`config.mk`:
```
export PLATFORM = sky130hd
export DESIGN_NAME = erb_logger
export DESIGN_NICKNAME = d
export VERILOG_FILES = /design/src/core/erb_pkg.sv /design/src/core/erb_logger.sv
export SDC_FILE = /design/constraint.sdc
export NUM_CORES = 1
export LEC_CHECK = 0
export ABC_AREA = 0
export BUFFER_PORTS_ARGS = -buffer_cell sky130_fd_sc_hd__buf_4
export CORE_AREA = 3 3 187 144
export CTS_BUF_LIST = sky130_fd_sc_hd__clkbuf_16
export CTS_CLUSTER_SIZE = 14
export DETAILED_ROUTE_END_ITERATION = 10
export DIE_AREA = 0 0 190 147
export HOLD_SLACK_MARGIN = 0.12
export PLACE_DENSITY_LB_ADDON = 0.05
export REMOVE_ABC_BUFFERS = 1
export SLEW_MARGIN = 20
export SYNTH_ARGS = -nofsm -noshare
export SYNTH_HDL_FRONTEND = slang
export SYNTH_SLANG_ARGS = --single-unit
```
`constraint.sdc`:
```
create_clock -name clk -period 3.5 [get_ports clk]
set_clock_uncertainty 0.1 [all_clocks]
set_input_delay 0.35 -clock clk [delete_from_list [all_inputs] [get_ports clk]]
set_output_delay 0.35 -clock clk [all_outputs]
set_load 0.01 [all_outputs]
```
`src/core/erb_pkg.sv`:
```
// Package for the error report bank logger: register map, field positions, reset values.
// Assumes a 32-bit Avalon-MM slave with word addressing by byte address.
package erb_pkg;
  localparam int unsigned ADDR_W = 5;
  // Byte offsets of the 32-bit register words
  localparam logic [4:0] OFF_CTL_LO = 5'h00;
  localparam logic [4:0] OFF_CTL_HI = 5'h04;
  localparam logic [4:0] OFF_STS_LO = 5'h08;
  localparam logic [4:0] OFF_STS_HI = 5'h0c;
  localparam logic [4:0] OFF_CAP = 5'h10;
  localparam logic [4:0] OFF_FAULT = 5'h14;
  // Status log field positions
  localparam int unsigned B_FW_EDIT = 37;
  localparam int unsigned B_CNT_LO = 38;
  localparam int unsigned B_CNT_HI = 52;
  localparam int unsigned B_COL_LO = 53;
  localparam int unsigned B_COL_HI = 54;
  localparam int unsigned B_AR = 55;
  localparam int unsigned B_SIG = 56;
  localparam int unsigned B_PCC = 57;
  localparam int unsigned B_ADDRESS_INFO_VALID_FLAG = 58;
  localparam int unsigned B_MISC_INFO_VALID_FLAG = 59;
  localparam int unsigned B_EN = 60;
  localparam int unsigned B_UC = 61;
  localparam int unsigned B_OVER = 62;
  localparam int unsigned B_VAL = 63;
  // Capability bit positions in the capability word
  localparam int unsigned CAP_CMCI = 10;
  localparam int unsigned CAP_TES = 11;
  localparam int unsigned CAP_SER = 24;
  localparam int unsigned CAP_EMC = 25;
  // Threshold colour codes
  localparam logic [1:0] COL_NONE = 2'h0;
  localparam logic [1:0] COL_GREEN = 2'h1;
  localparam logic [1:0] COL_YELLOW = 2'h2;
  // Reset values
  localparam logic [63:0] CTL_RST = 64'h0;
  localparam logic [63:0] STS_RST = 64'h0;
  localparam logic [31:0] RD_UNMAPPED = 32'h0;
endpackage

```
`src/core/erb_logger.sv`:
```
// Error report bank logger: per-error enable mask, status log, collision rules.
// Assumes a single clock, Avalon-MM slave software side and same-clock error reporters.
// Behaviour
// - Control register holds 64 enable flags gating exception signalling per error.
// - Errors are logged regardless of their enable flag.
// - Writes to unimplemented enable bits are dropped silently.
// - Status is cleared by writing zeros; nonzero writes fault and leave it.
// - Bits 15:0 hold architectural code, 31:16 model-specific code.
// - Firmware-first: info in 36:32, bit 37 marks firmware edit; else 37:32.
// - With corrected signalling, bits 52:38 count corrected errors until cleared.
// - Bit 52 is a sticky counter overflow indicator.
// - Bits 56:53 architectural only with threshold status (colour 54:53 is written regardless); 56:55 reserved without recovery.
// - With recovery support, bit 56 flags recoverable signal, bit 55 action required.
// - Bits 54:53 give threshold colour for corrected errors.
// - Bit 57 flags possibly corrupted processor context.
// - Bit 58 marks address info valid, bit 59 misc info valid.
// - Bit 60 records that the error's enable flag was set.
// - Bit 61 set when the error was uncorrected.
// - Overflow bit 62 set when an error arrives while valid; software clears.
// - Enabled beats disabled, uncorrected beats corrected, never over valid uncorrected.
// - With corrected signalling, corrected collisions may leave overflow unchanged.
// - Valid bit 63 set on capture, cleared only by software.
// - Yellow outranks green or untracked; uncorrected outranks all colours.
// - Overwrite takes all new fields except overflow and, with corrected signalling, count; a kept entry changes only in those two.
// - Unmonitored structures always log the untracked colour code.
//
// The address map and the Avalon-MM interface to the registers were chosen for this implementation.
`timescale 1ns/10ps
module erb_logger #(
  parameter logic [63:0] CTL_IMPL = 64'hffff_ffff_ffff_ffff,
  parameter logic [31:0] CAP_VALUE = 32'h0300_0c00
) (
  input wire logic clk,
  input wire logic rst_n,
  input wire logic [erb_pkg::ADDR_W-1:0] avs_address,
  input wire logic avs_read,
  input wire logic avs_write,
  input wire logic [31:0] avs_writedata,
  input wire logic [3:0] avs_byteenable,
  output logic [31:0] avs_readdata,
  output logic avs_waitrequest,
  input wire logic err_valid,
  input wire logic [5:0] err_index,
  input wire logic [15:0] err_arch_code,
  input wire logic [15:0] err_model_code,
  input wire logic [5:0] err_other_info,
  input wire logic err_uncorrected,
  input wire logic err_pcc,
  input wire logic err_address_info_valid_flag,
  input wire logic err_misc_info_valid_flag,
  input wire logic err_monitored,
  input wire logic err_yellow,
  input wire logic err_recoverable_sig,
  input wire logic err_action_required,
  input wire logic fw_edit,
  output logic machine_check_exception,
  output logic gp_fault
);
  import erb_pkg::*;

  // ==========================================================
  // Bus decode
  // ==========================================================
  logic [63:0] ctl;
  logic [63:0] sts;
  logic [63:0] next_sts;
  logic [31:0] fault_cnt;
  wire logic ack = ~avs_waitrequest;
  wire logic req = (avs_read | avs_write) & ~ack;
  wire logic wr = avs_write & req;
  wire logic rd = avs_read & req;
  wire logic sel_ctl_lo = (avs_address == OFF_CTL_LO);
  wire logic sel_ctl_hi = (avs_address == OFF_CTL_HI);
  wire logic sel_sts_lo = (avs_address == OFF_STS_LO);
  wire logic sel_sts_hi = (avs_address == OFF_STS_HI);
  wire logic [31:0] bemask = {{8{avs_byteenable[3]}}, {8{avs_byteenable[2]}},
                              {8{avs_byteenable[1]}}, {8{avs_byteenable[0]}}};
  wire logic cmci_p = CAP_VALUE[CAP_CMCI];
  wire logic tes_p = CAP_VALUE[CAP_TES];
  wire logic ser_p = CAP_VALUE[CAP_SER];
  wire logic emc_p = CAP_VALUE[CAP_EMC];

  wire logic sts_wr = wr & (sel_sts_lo | sel_sts_hi);
  wire logic sts_bad = sts_wr & ((avs_writedata & bemask) != 32'h0);
  wire logic sts_clr_lo = sts_wr & ~sts_bad & sel_sts_lo;
  wire logic sts_clr_hi = sts_wr & ~sts_bad & sel_sts_hi;

  // enable mask write, unimplemented bits kept
  wire logic [31:0] ctl_lo_new = (ctl[31:0] & ~(bemask & CTL_IMPL[31:0]))
                                 | (avs_writedata & bemask & CTL_IMPL[31:0]);
  wire logic [31:0] ctl_hi_new = (ctl[63:32] & ~(bemask & CTL_IMPL[63:32]))
                                 | (avs_writedata & bemask & CTL_IMPL[63:32]);

  wire logic [31:0] rd_mux = sel_ctl_lo ? ctl[31:0] :
                             sel_ctl_hi ? ctl[63:32] :
                             sel_sts_lo ? sts[31:0] :
                             sel_sts_hi ? sts[63:32] :
                             (avs_address == OFF_CAP) ? CAP_VALUE :
                             (avs_address == OFF_FAULT) ? fault_cnt : RD_UNMAPPED;

  // ==========================================================
  // New event record
  // ==========================================================
  // enable captured from the mask
  wire logic ev_en = ctl[err_index];
  wire logic [1:0] ev_col = ~err_monitored ? COL_NONE :
                            (err_yellow ? COL_YELLOW : COL_GREEN);
  // Log as left by a same-cycle software clear, so a new event is never lost to it
  wire logic [63:0] sts_eff = {sts_clr_hi ? 32'h0 : sts[63:32],
                               sts_clr_lo ? 32'h0 : sts[31:0]};
  wire logic [1:0] old_col = sts_eff[B_COL_HI:B_COL_LO];
  wire logic old_val = sts_eff[B_VAL];
  wire logic old_uc = sts_eff[B_UC];
  wire logic old_en = sts_eff[B_EN];
  wire logic ev_corr = err_valid & ~err_uncorrected;

  wire logic replace = ~old_val |
                       (err_uncorrected ? ~old_uc :
                       (~old_uc & ((ev_en & ~old_en) |
                        ((ev_en == old_en) & ~(old_col == COL_YELLOW & ev_col != COL_YELLOW)))));

  // corrected counter with sticky top bit
  wire logic [13:0] cnt_low = sts_eff[B_CNT_HI-1:B_CNT_LO];
  wire logic cnt_wrap = (cnt_low == 14'h3fff);
  wire logic [14:0] cnt_next = {sts_eff[B_CNT_HI] | cnt_wrap, cnt_low + 14'h1};

  function automatic logic [63:0] build_rec(input logic [14:0] cnt);
    logic [63:0] r;
    r = 64'h0;
    r[15:0] = err_arch_code;
    r[31:16] = err_model_code;
    r[36:32] = err_other_info[4:0];
    r[B_FW_EDIT] = emc_p ? fw_edit : err_other_info[5];
    r[B_CNT_HI:B_CNT_LO] = cnt;
    // colour field, written whether or not threshold status is present
    r[B_COL_HI:B_COL_LO] = ev_col;
    // recovery flags, reserved without recovery support
    r[B_SIG] = tes_p & ser_p & err_recoverable_sig;
    r[B_AR] = tes_p & ser_p & err_action_required;
    r[B_PCC] = err_pcc;
    r[B_ADDRESS_INFO_VALID_FLAG] = err_address_info_valid_flag;
    r[B_MISC_INFO_VALID_FLAG] = err_misc_info_valid_flag;
    r[B_EN] = ev_en;
    r[B_UC] = err_uncorrected;
    r[B_VAL] = 1'b1;
    return r;
  endfunction

  wire logic [14:0] cnt_keep = cmci_p ? (ev_corr ? cnt_next : sts_eff[B_CNT_HI:B_CNT_LO])
                                      : {9'h0, err_other_info};
  wire logic over_set = old_val & ~(cmci_p & ev_corr & ~old_uc);

  always_comb begin
    next_sts = sts_eff;
    if (err_valid) begin
      if (replace) begin
        next_sts = build_rec(cmci_p ? (old_val ? cnt_keep :
                    (ev_corr ? 15'h1 : 15'h0)) : {9'h0, err_other_info});
      end else if (cmci_p) begin
        next_sts[B_CNT_HI:B_CNT_LO] = cnt_keep;
      end
      if (over_set) begin
        next_sts[B_OVER] = 1'b1;
      end
      if (replace & old_val & ~over_set) begin
        next_sts[B_OVER] = sts_eff[B_OVER];
      end
    end
  end

  // ==========================================================
  // Registers
  // ==========================================================
  always_ff @(posedge clk or negedge rst_n) begin
    if (!rst_n) begin
      ctl <= CTL_RST;
      sts <= STS_RST;
      avs_waitrequest <= 1'b1;
      avs_readdata <= 32'h0;
      gp_fault <= 1'b0;
      fault_cnt <= 32'h0;
      machine_check_exception <= 1'b0;
    end else begin
      avs_waitrequest <= ~req;
      sts <= next_sts;
      gp_fault <= sts_bad;
      if (sts_bad) begin
        fault_cnt <= fault_cnt + 32'h1;
      end
      if (rd) begin
        avs_readdata <= rd_mux;
      end
      if (wr & sel_ctl_lo) begin
        ctl[31:0] <= ctl_lo_new;
      end
      if (wr & sel_ctl_hi) begin
        ctl[63:32] <= ctl_hi_new;
      end
      machine_check_exception <= err_valid & ev_en & err_uncorrected;
    end
  end


  // ==========================================================
  // Checks
  // ==========================================================
  chk_gp_noupdate: assert property (@(posedge clk) disable iff (!rst_n)
    sts_bad & ~err_valid |=> sts == $past(sts))
    else $error("Faulting status write changed the log");
  chk_val_set: assert property (@(posedge clk) disable iff (!rst_n)
    err_valid |=> sts[B_VAL])
    else $error("Valid not set after capture");
  chk_over_set: assert property (@(posedge clk) disable iff (!rst_n)
    err_valid & old_val & err_uncorrected & ~sts_wr |=> sts[B_OVER])
    else $error("Overflow not set on collision");
  chk_uc_kept: assert property (@(posedge clk) disable iff (!rst_n)
    err_valid & old_val & old_uc & ~sts_wr |=> sts[31:0] == $past(sts[31:0]))
    else $error("Valid uncorrected entry was overwritten");
  chk_log_always: assert property (@(posedge clk) disable iff (!rst_n)
    err_valid & ~old_val & ~ev_en & ~sts_wr |=> sts[15:0] == $past(err_arch_code))
    else $error("Disabled error not logged");
  chk_en_bit: assert property (@(posedge clk) disable iff (!rst_n)
    err_valid & ~old_val & ~sts_wr |=> sts[B_EN] == $past(ev_en))
    else $error("Enable record wrong");
  chk_yellow_kept: assert property (@(posedge clk) disable iff (!rst_n)
    err_valid & old_val & ~old_uc & old_col == COL_YELLOW & ~err_uncorrected & ~sts_wr
    |=> sts[B_COL_HI:B_COL_LO] == COL_YELLOW)
    else $error("Yellow replaced by lower colour");
  chk_untracked: assert property (@(posedge clk) disable iff (!rst_n)
    err_valid & ~old_val & ~err_monitored & ~sts_wr |=> sts[B_COL_HI:B_COL_LO] == COL_NONE)
    else $error("Unmonitored event posted a colour");
  chk_cnt_sticky: assert property (@(posedge clk) disable iff (!rst_n)
    cmci_p & sts[B_CNT_HI] & ~sts_clr_hi |=> sts[B_CNT_HI])
    else $error("Counter overflow bit not sticky");
  chk_wait_one: assert property (@(posedge clk) disable iff (!rst_n)
    req |=> ~avs_waitrequest)
    else $error("Bus answer late");
  cov_collide: cover property (@(posedge clk) err_valid & old_val);
  cov_fault: cover property (@(posedge clk) sts_bad);
  cov_clear: cover property (@(posedge clk) sts_clr_hi & sts[B_VAL]);
  cov_uc_over: cover property (@(posedge clk) err_valid & err_uncorrected & old_val & ~old_uc);
  cov_kept: cover property (@(posedge clk) err_valid & old_val & ~replace);

  // ==========================================================
  // Mask, signalling and fault checks
  // ==========================================================
  chk_mce_raise: assert property (@(posedge clk) disable iff (!rst_n)
    err_valid & ev_en & err_uncorrected |=> machine_check_exception)
    else $error("Enabled uncorrected error not signalled");

  chk_mce_masked: assert property (@(posedge clk) disable iff (!rst_n)
    err_valid & ~ev_en |=> ~machine_check_exception)
    else $error("Disabled error signalled");

  chk_ctl_impl: assert property (@(posedge clk) disable iff (!rst_n)
    wr & sel_ctl_hi
    |=> (ctl[63:32] & ~CTL_IMPL[63:32]) == $past(ctl[63:32] & ~CTL_IMPL[63:32]))
    else $error("Unimplemented enable bit changed");

  chk_gp_pulse: assert property (@(posedge clk) disable iff (!rst_n)
    sts_bad |=> gp_fault)
    else $error("Nonzero status write did not fault");

  chk_gp_quiet: assert property (@(posedge clk) disable iff (!rst_n)
    ~sts_bad |=> ~gp_fault)
    else $error("Fault raised without a nonzero status write");

  chk_fault_count: assert property (@(posedge clk) disable iff (!rst_n)
    sts_bad |=> fault_cnt == $past(fault_cnt) + 32'h1)
    else $error("Fault not counted");

  chk_zero_clear: assert property (@(posedge clk) disable iff (!rst_n)
    sts_clr_hi & ~err_valid |=> sts[63:32] == 32'h0)
    else $error("Zero write did not clear the upper log word");

  // ==========================================================
  // Record content checks
  // ==========================================================
  chk_codes: assert property (@(posedge clk) disable iff (!rst_n)
    err_valid & replace |=> sts[31:0] == $past({err_model_code, err_arch_code}))
    else $error("Error codes not logged");

  chk_fw_split: assert property (@(posedge clk) disable iff (!rst_n)
    err_valid & replace
    |=> sts[36:32] == $past(err_other_info[4:0])
    && sts[B_FW_EDIT] == (emc_p ? $past(fw_edit) : $past(err_other_info[5])))
    else $error("Information field split wrong");

  chk_cnt_first: assert property (@(posedge clk) disable iff (!rst_n)
    cmci_p & ev_corr & ~old_val & ~sts_wr |=> sts[B_CNT_HI:B_CNT_LO] == 15'h1)
    else $error("First corrected error not counted");

  chk_cnt_step: assert property (@(posedge clk) disable iff (!rst_n)
    cmci_p & ev_corr & old_val & ~sts_wr
    |=> sts[B_CNT_HI-1:B_CNT_LO] == $past(cnt_low) + 14'h1)
    else $error("Corrected error count did not step");

  chk_cnt_wrap: assert property (@(posedge clk) disable iff (!rst_n)
    cmci_p & ev_corr & old_val & (cnt_low == 14'h3fff) & ~sts_wr |=> sts[B_CNT_HI])
    else $error("Counter overflow not flagged");

  chk_recov_flags: assert property (@(posedge clk) disable iff (!rst_n)
    err_valid & replace & tes_p & ser_p
    |=> sts[B_SIG] == $past(err_recoverable_sig) && sts[B_AR] == $past(err_action_required))
    else $error("Recovery flags not logged");

  chk_colour: assert property (@(posedge clk) disable iff (!rst_n)
    err_valid & replace & err_monitored & ~err_uncorrected
    |=> sts[B_COL_HI:B_COL_LO] == ($past(err_yellow) ? COL_YELLOW : COL_GREEN))
    else $error("Threshold colour wrong");

  chk_col_legal: assert property (@(posedge clk) disable iff (!rst_n)
    sts[B_VAL] & ~sts[B_UC] |-> sts[B_COL_HI:B_COL_LO] != 2'h3)
    else $error("Reserved colour code logged");

  chk_ctx_flags: assert property (@(posedge clk) disable iff (!rst_n)
    err_valid & replace
    |=> sts[B_PCC] == $past(err_pcc) && sts[B_ADDRESS_INFO_VALID_FLAG] == $past(err_address_info_valid_flag)
    && sts[B_MISC_INFO_VALID_FLAG] == $past(err_misc_info_valid_flag))
    else $error("Context or info valid flags wrong");

  chk_uc_bit: assert property (@(posedge clk) disable iff (!rst_n)
    err_valid & replace |=> sts[B_UC] == $past(err_uncorrected))
    else $error("Uncorrected flag wrong");

  // ==========================================================
  // Collision and hold checks
  // ==========================================================
  chk_over_hold: assert property (@(posedge clk) disable iff (!rst_n)
    sts[B_OVER] & ~sts_clr_hi |=> sts[B_OVER])
    else $error("Overflow cleared by hardware");

  chk_uc_wins: assert property (@(posedge clk) disable iff (!rst_n)
    err_valid & err_uncorrected & old_val & ~old_uc & ~sts_wr
    |=> sts[B_UC] && sts[15:0] == $past(err_arch_code))
    else $error("Uncorrected error did not replace corrected entry");

  chk_en_wins: assert property (@(posedge clk) disable iff (!rst_n)
    ev_corr & old_val & ~old_uc & ev_en & ~old_en & ~sts_wr
    |=> sts[B_EN] && sts[15:0] == $past(err_arch_code))
    else $error("Enabled error did not replace disabled entry");

  chk_corr_noover: assert property (@(posedge clk) disable iff (!rst_n)
    cmci_p & ev_corr & old_val & ~old_uc & ~sts[B_OVER] & ~sts_wr |=> ~sts[B_OVER])
    else $error("Corrected collision set overflow");

  chk_val_hold: assert property (@(posedge clk) disable iff (!rst_n)
    sts[B_VAL] & ~sts_clr_hi |=> sts[B_VAL])
    else $error("Valid cleared by hardware");

  chk_yellow_wins: assert property (@(posedge clk) disable iff (!rst_n)
    ev_corr & old_val & ~old_uc & (ev_en == old_en) & (ev_col == COL_YELLOW) & ~sts_wr
    |=> sts[B_COL_HI:B_COL_LO] == COL_YELLOW)
    else $error("Yellow event did not replace lower colour");

  chk_kept_whole: assert property (@(posedge clk) disable iff (!rst_n)
    err_valid & ~replace & ~sts_wr
    |=> sts[B_UC:B_COL_LO] == $past(sts[B_UC:B_COL_LO])
    && sts[B_FW_EDIT:0] == $past(sts[B_FW_EDIT:0]))
    else $error("Kept entry was altered");

endmodule // erb_logger

```
==> out/qor.csv <==
metric;value;unit
num_vias;7911;
cts.clk_slew.worst_paths;0.08;ns
path_cells;dlygate4sd3_1, buf_4, nor4_4, a21boi_2, nor4_2, buf_4, nand3_2, and2_1, inv_1, ha_1, nor2b_1, a31oi_1, a21o_4, mux2_1;
htree_levels;4;
final_common_cell;dfrtp_1;
grt_max_degree;96;
vdd_ir_drop_max;360;µV
viasPerCell;5.17;
synthDistinctLibCells;58;
cts_tree;yes;
use_met3;3.22;%
final_nets;1281;
max_stage_delay;0.54;ns
clockBufferDepth;2;
num_io_pins;134;
insertedDiodeCount;0;
firstDrtPassIters;5;
switchingPower;1.87;mW
drc;0;
critPathKind;primary input to flip-flop;
power_density;498;nW/µm²
std_cell_rows;50;
drv_slew;0;
start_kind;primary input;
clock-root-buffer;clkbuf_16;
p_leak;6.46;nW
setup_viol;0;
yosysWarnings;0;
routed_wl;30800;µm
die_area;27900;µm²
die_h;147;µm
synth.avg_cell_area;10.6;µm²
post-place-cells;1410;
syn_inst;946;
grt_overflow;0;
status;completed;
drive_gt1_share;26.0;%
grt_pass1_wl;47300;µm
timing.final.crit_period;3.40;ns
synth_flop_cell;dfrtp_1;
hold_path_class;primary input to flip-flop;
initial_core_util;40.2;%
syn_area;10000;µm²
internal_power;4.73;mW
cp_slowest_cell;dlygate4sd3_1;
final_cell_mix;dfrtp_1 (194), buf_4 (173), nand2_1 (103);
grt_use_total;22.0;%
place_congestion;0.795;
finalCritPeriodShare;97.0;%
grt_pass1_vias;7947;
power_frac_clock;33.4;%
ys_seq_elements;195;
hold_viol;0;
cp_max_fo;8;
stdcell_count;1529;
cp.required;3.71;ns
cts_buffers;17;
use_met1;33.6;%
busiest_layer;met1;
clkSinkCount;195;
switching_share;28.3;%
synthArstFlopShare;100;%
portBuffers;132;
wl_per_cell;20.2;µm
crit_arrival;3.61;ns
syn2layout_area_growth;32.0;%
cap_violations;0;
hpwlAfterDp;21500;µm
antenna_found_initial;0;
p_seq_share;45.1;%
pwr-share-comb;21.5;%
crit_path_frequent_cell;buf_4;
die_w;190;µm
worst_pin_slew;0.843;ns
ant_nets;0;
core-area;25000;µm²
clk_latency;0.44;ns
grt_util_met2;33.0;%
relSlewSlack;43.8;%
synth_edf_count;0;
fmax;294;MHz
ys_seq_area_share;48.6;%
end_kind;flip-flop;
drtIter0Drc;437;
tns;0;ns
==> per-stage QoR <==
stage	total power [mW]	util [%]	hold slack [ns]	area, µm²	setup WS (ns)
after detailed placement	4.26	46.6	0.357	11600	-0.0319
after global routing	6.93	53.1	0.142	13300	-0.000311
after floorplan	3.65	-	-0.0456	9800	-1.66
after global placement	4.24	46.6	0.359	11600	-0.0186
final	6.60	53.1	0.138	13300	0.104
after CTS	6.55	52.5	0.121	13100	0.0335
==> Yosys cell counts, drive strengths merged, types with 2 or more instances <==
library cell  number  area, µm²
a22o               3       26.3
dfrtp            194       4850
a21oi              4       20.0
o22a              29        254
o211ai            13       97.6
xnor2             18        158
o22ai              2       12.5
a21boi             5       37.5
o21ai             49        245
nor2b              4       25.0
and3              11       68.8
ha                 3       37.5
clkbuf            32        121
a41oi              2       17.5
or3                2       12.5
nand3             11       60.1
and4               3       26.3
nand2b            33        206
a221oi             5       43.8
nor3b              2       15.0
nand3b             6       45.0
nand4              7       43.8
mux4              13        293
nor4              14        106
inv               57        214
and2               7       43.8
buf               20        124
nand2            108        415
nor2              61        229
a22oi             32        240
mux2              70        788
a21o               2       15.0
a31oi              3       18.8
mux2i             69        691
nor3              13       65.1
a311oi             2       17.5
xor2              25        219
==> final cells by class <==
| class | count | area [µm²] |
|---|---|---|
| clock buffer | 17 | 425 |
| clock inverter | 14 | 219 |
| fill | 2248 | 11700 |
| inverter | 58 | 218 |
| multi-input combinational | 641 | 4760 |
| sequential | 195 | 4880 |
| tap | 338 | 423 |
| timing repair buffer | 266 | 2330 |
==> cell families (layout without fill, tap and decap cells) <==
family / count (synthesis) / count (layout) / synth area share, %
xor+xnor: 43 / 43 / 3.75
mux: 152 / 152 / 17.6
compound gates: 157 / 157 / 11.0
fa+ha+maj: 3 / 3 / 0.374
buf+inv: 110 / 355 / 4.61
simple gates: 286 / 286 / 14.1
flops: 195 / 195 / 48.6
==> routing by layer <==
layer,routed length [µm],share of wire [%]
met1,15400,50
met2,13900,45
met3,1140,3.7
met4,420,1.4
met5,0,0
==> power groups by stage <==
| stage | Combinational (mW) | Sequential (mW) | Clock, mW |
|---|---|---|---|
| floorplan | 0.748 | 2.90 | 0 |
| finish | 1.42 | 2.98 | 2.20 |
| detailed placement | 1.26 | 3.00 | 0 |
| global route | 1.56 | 3.03 | 2.34 |
| global placement | 1.23 | 3.01 | 0 |
| CTS | 1.34 | 2.97 | 2.25 |
==> worst max-delay path: cells and delay by family <==
family                     cells  cell delay, ns
buffers and inverters          4            0.93
adders and majority gates      1            0.21
and+or+nand+nor                5            1.05
muxes                          1            0.38
AOI/OAI and AO/OA              3            0.67
==> final timing paths <==
| kind | from | depth (start not counted) | slack (ns) | end |
|---|---|---|---|---|
| setup / recovery | avs_writedata[1] | 14 | 0.10 | sts[60] |
| hold / removal | err_valid | 3 | 0.14 | sts[62] |
| setup reg to reg | flip-flop | 10 | 0.15 | sts[60] |
| hold reg to reg | fault_cnt[31] | 1 | 0.38 | fault_cnt[31] |
| max in group asynchronous | rst_n | 3 | 2.01 | asynchronous set/reset pin |
| min in group asynchronous | rst_n | 2 | 0.48 | sts[33] |
==> what timing repair did <==
| item | in CTS | in global routing |
|---|---|---|
| hold buffers | 83 | 0 |
| endpoints found under the setup margin | 0 | 42 |
| buffers inserted | 0 | 1 |
| hold endpoints to repair | 202 | 0 |
| gates resized for setup | 0 | 11 |
Note: power is estimated with default switching activity, not from simulation.
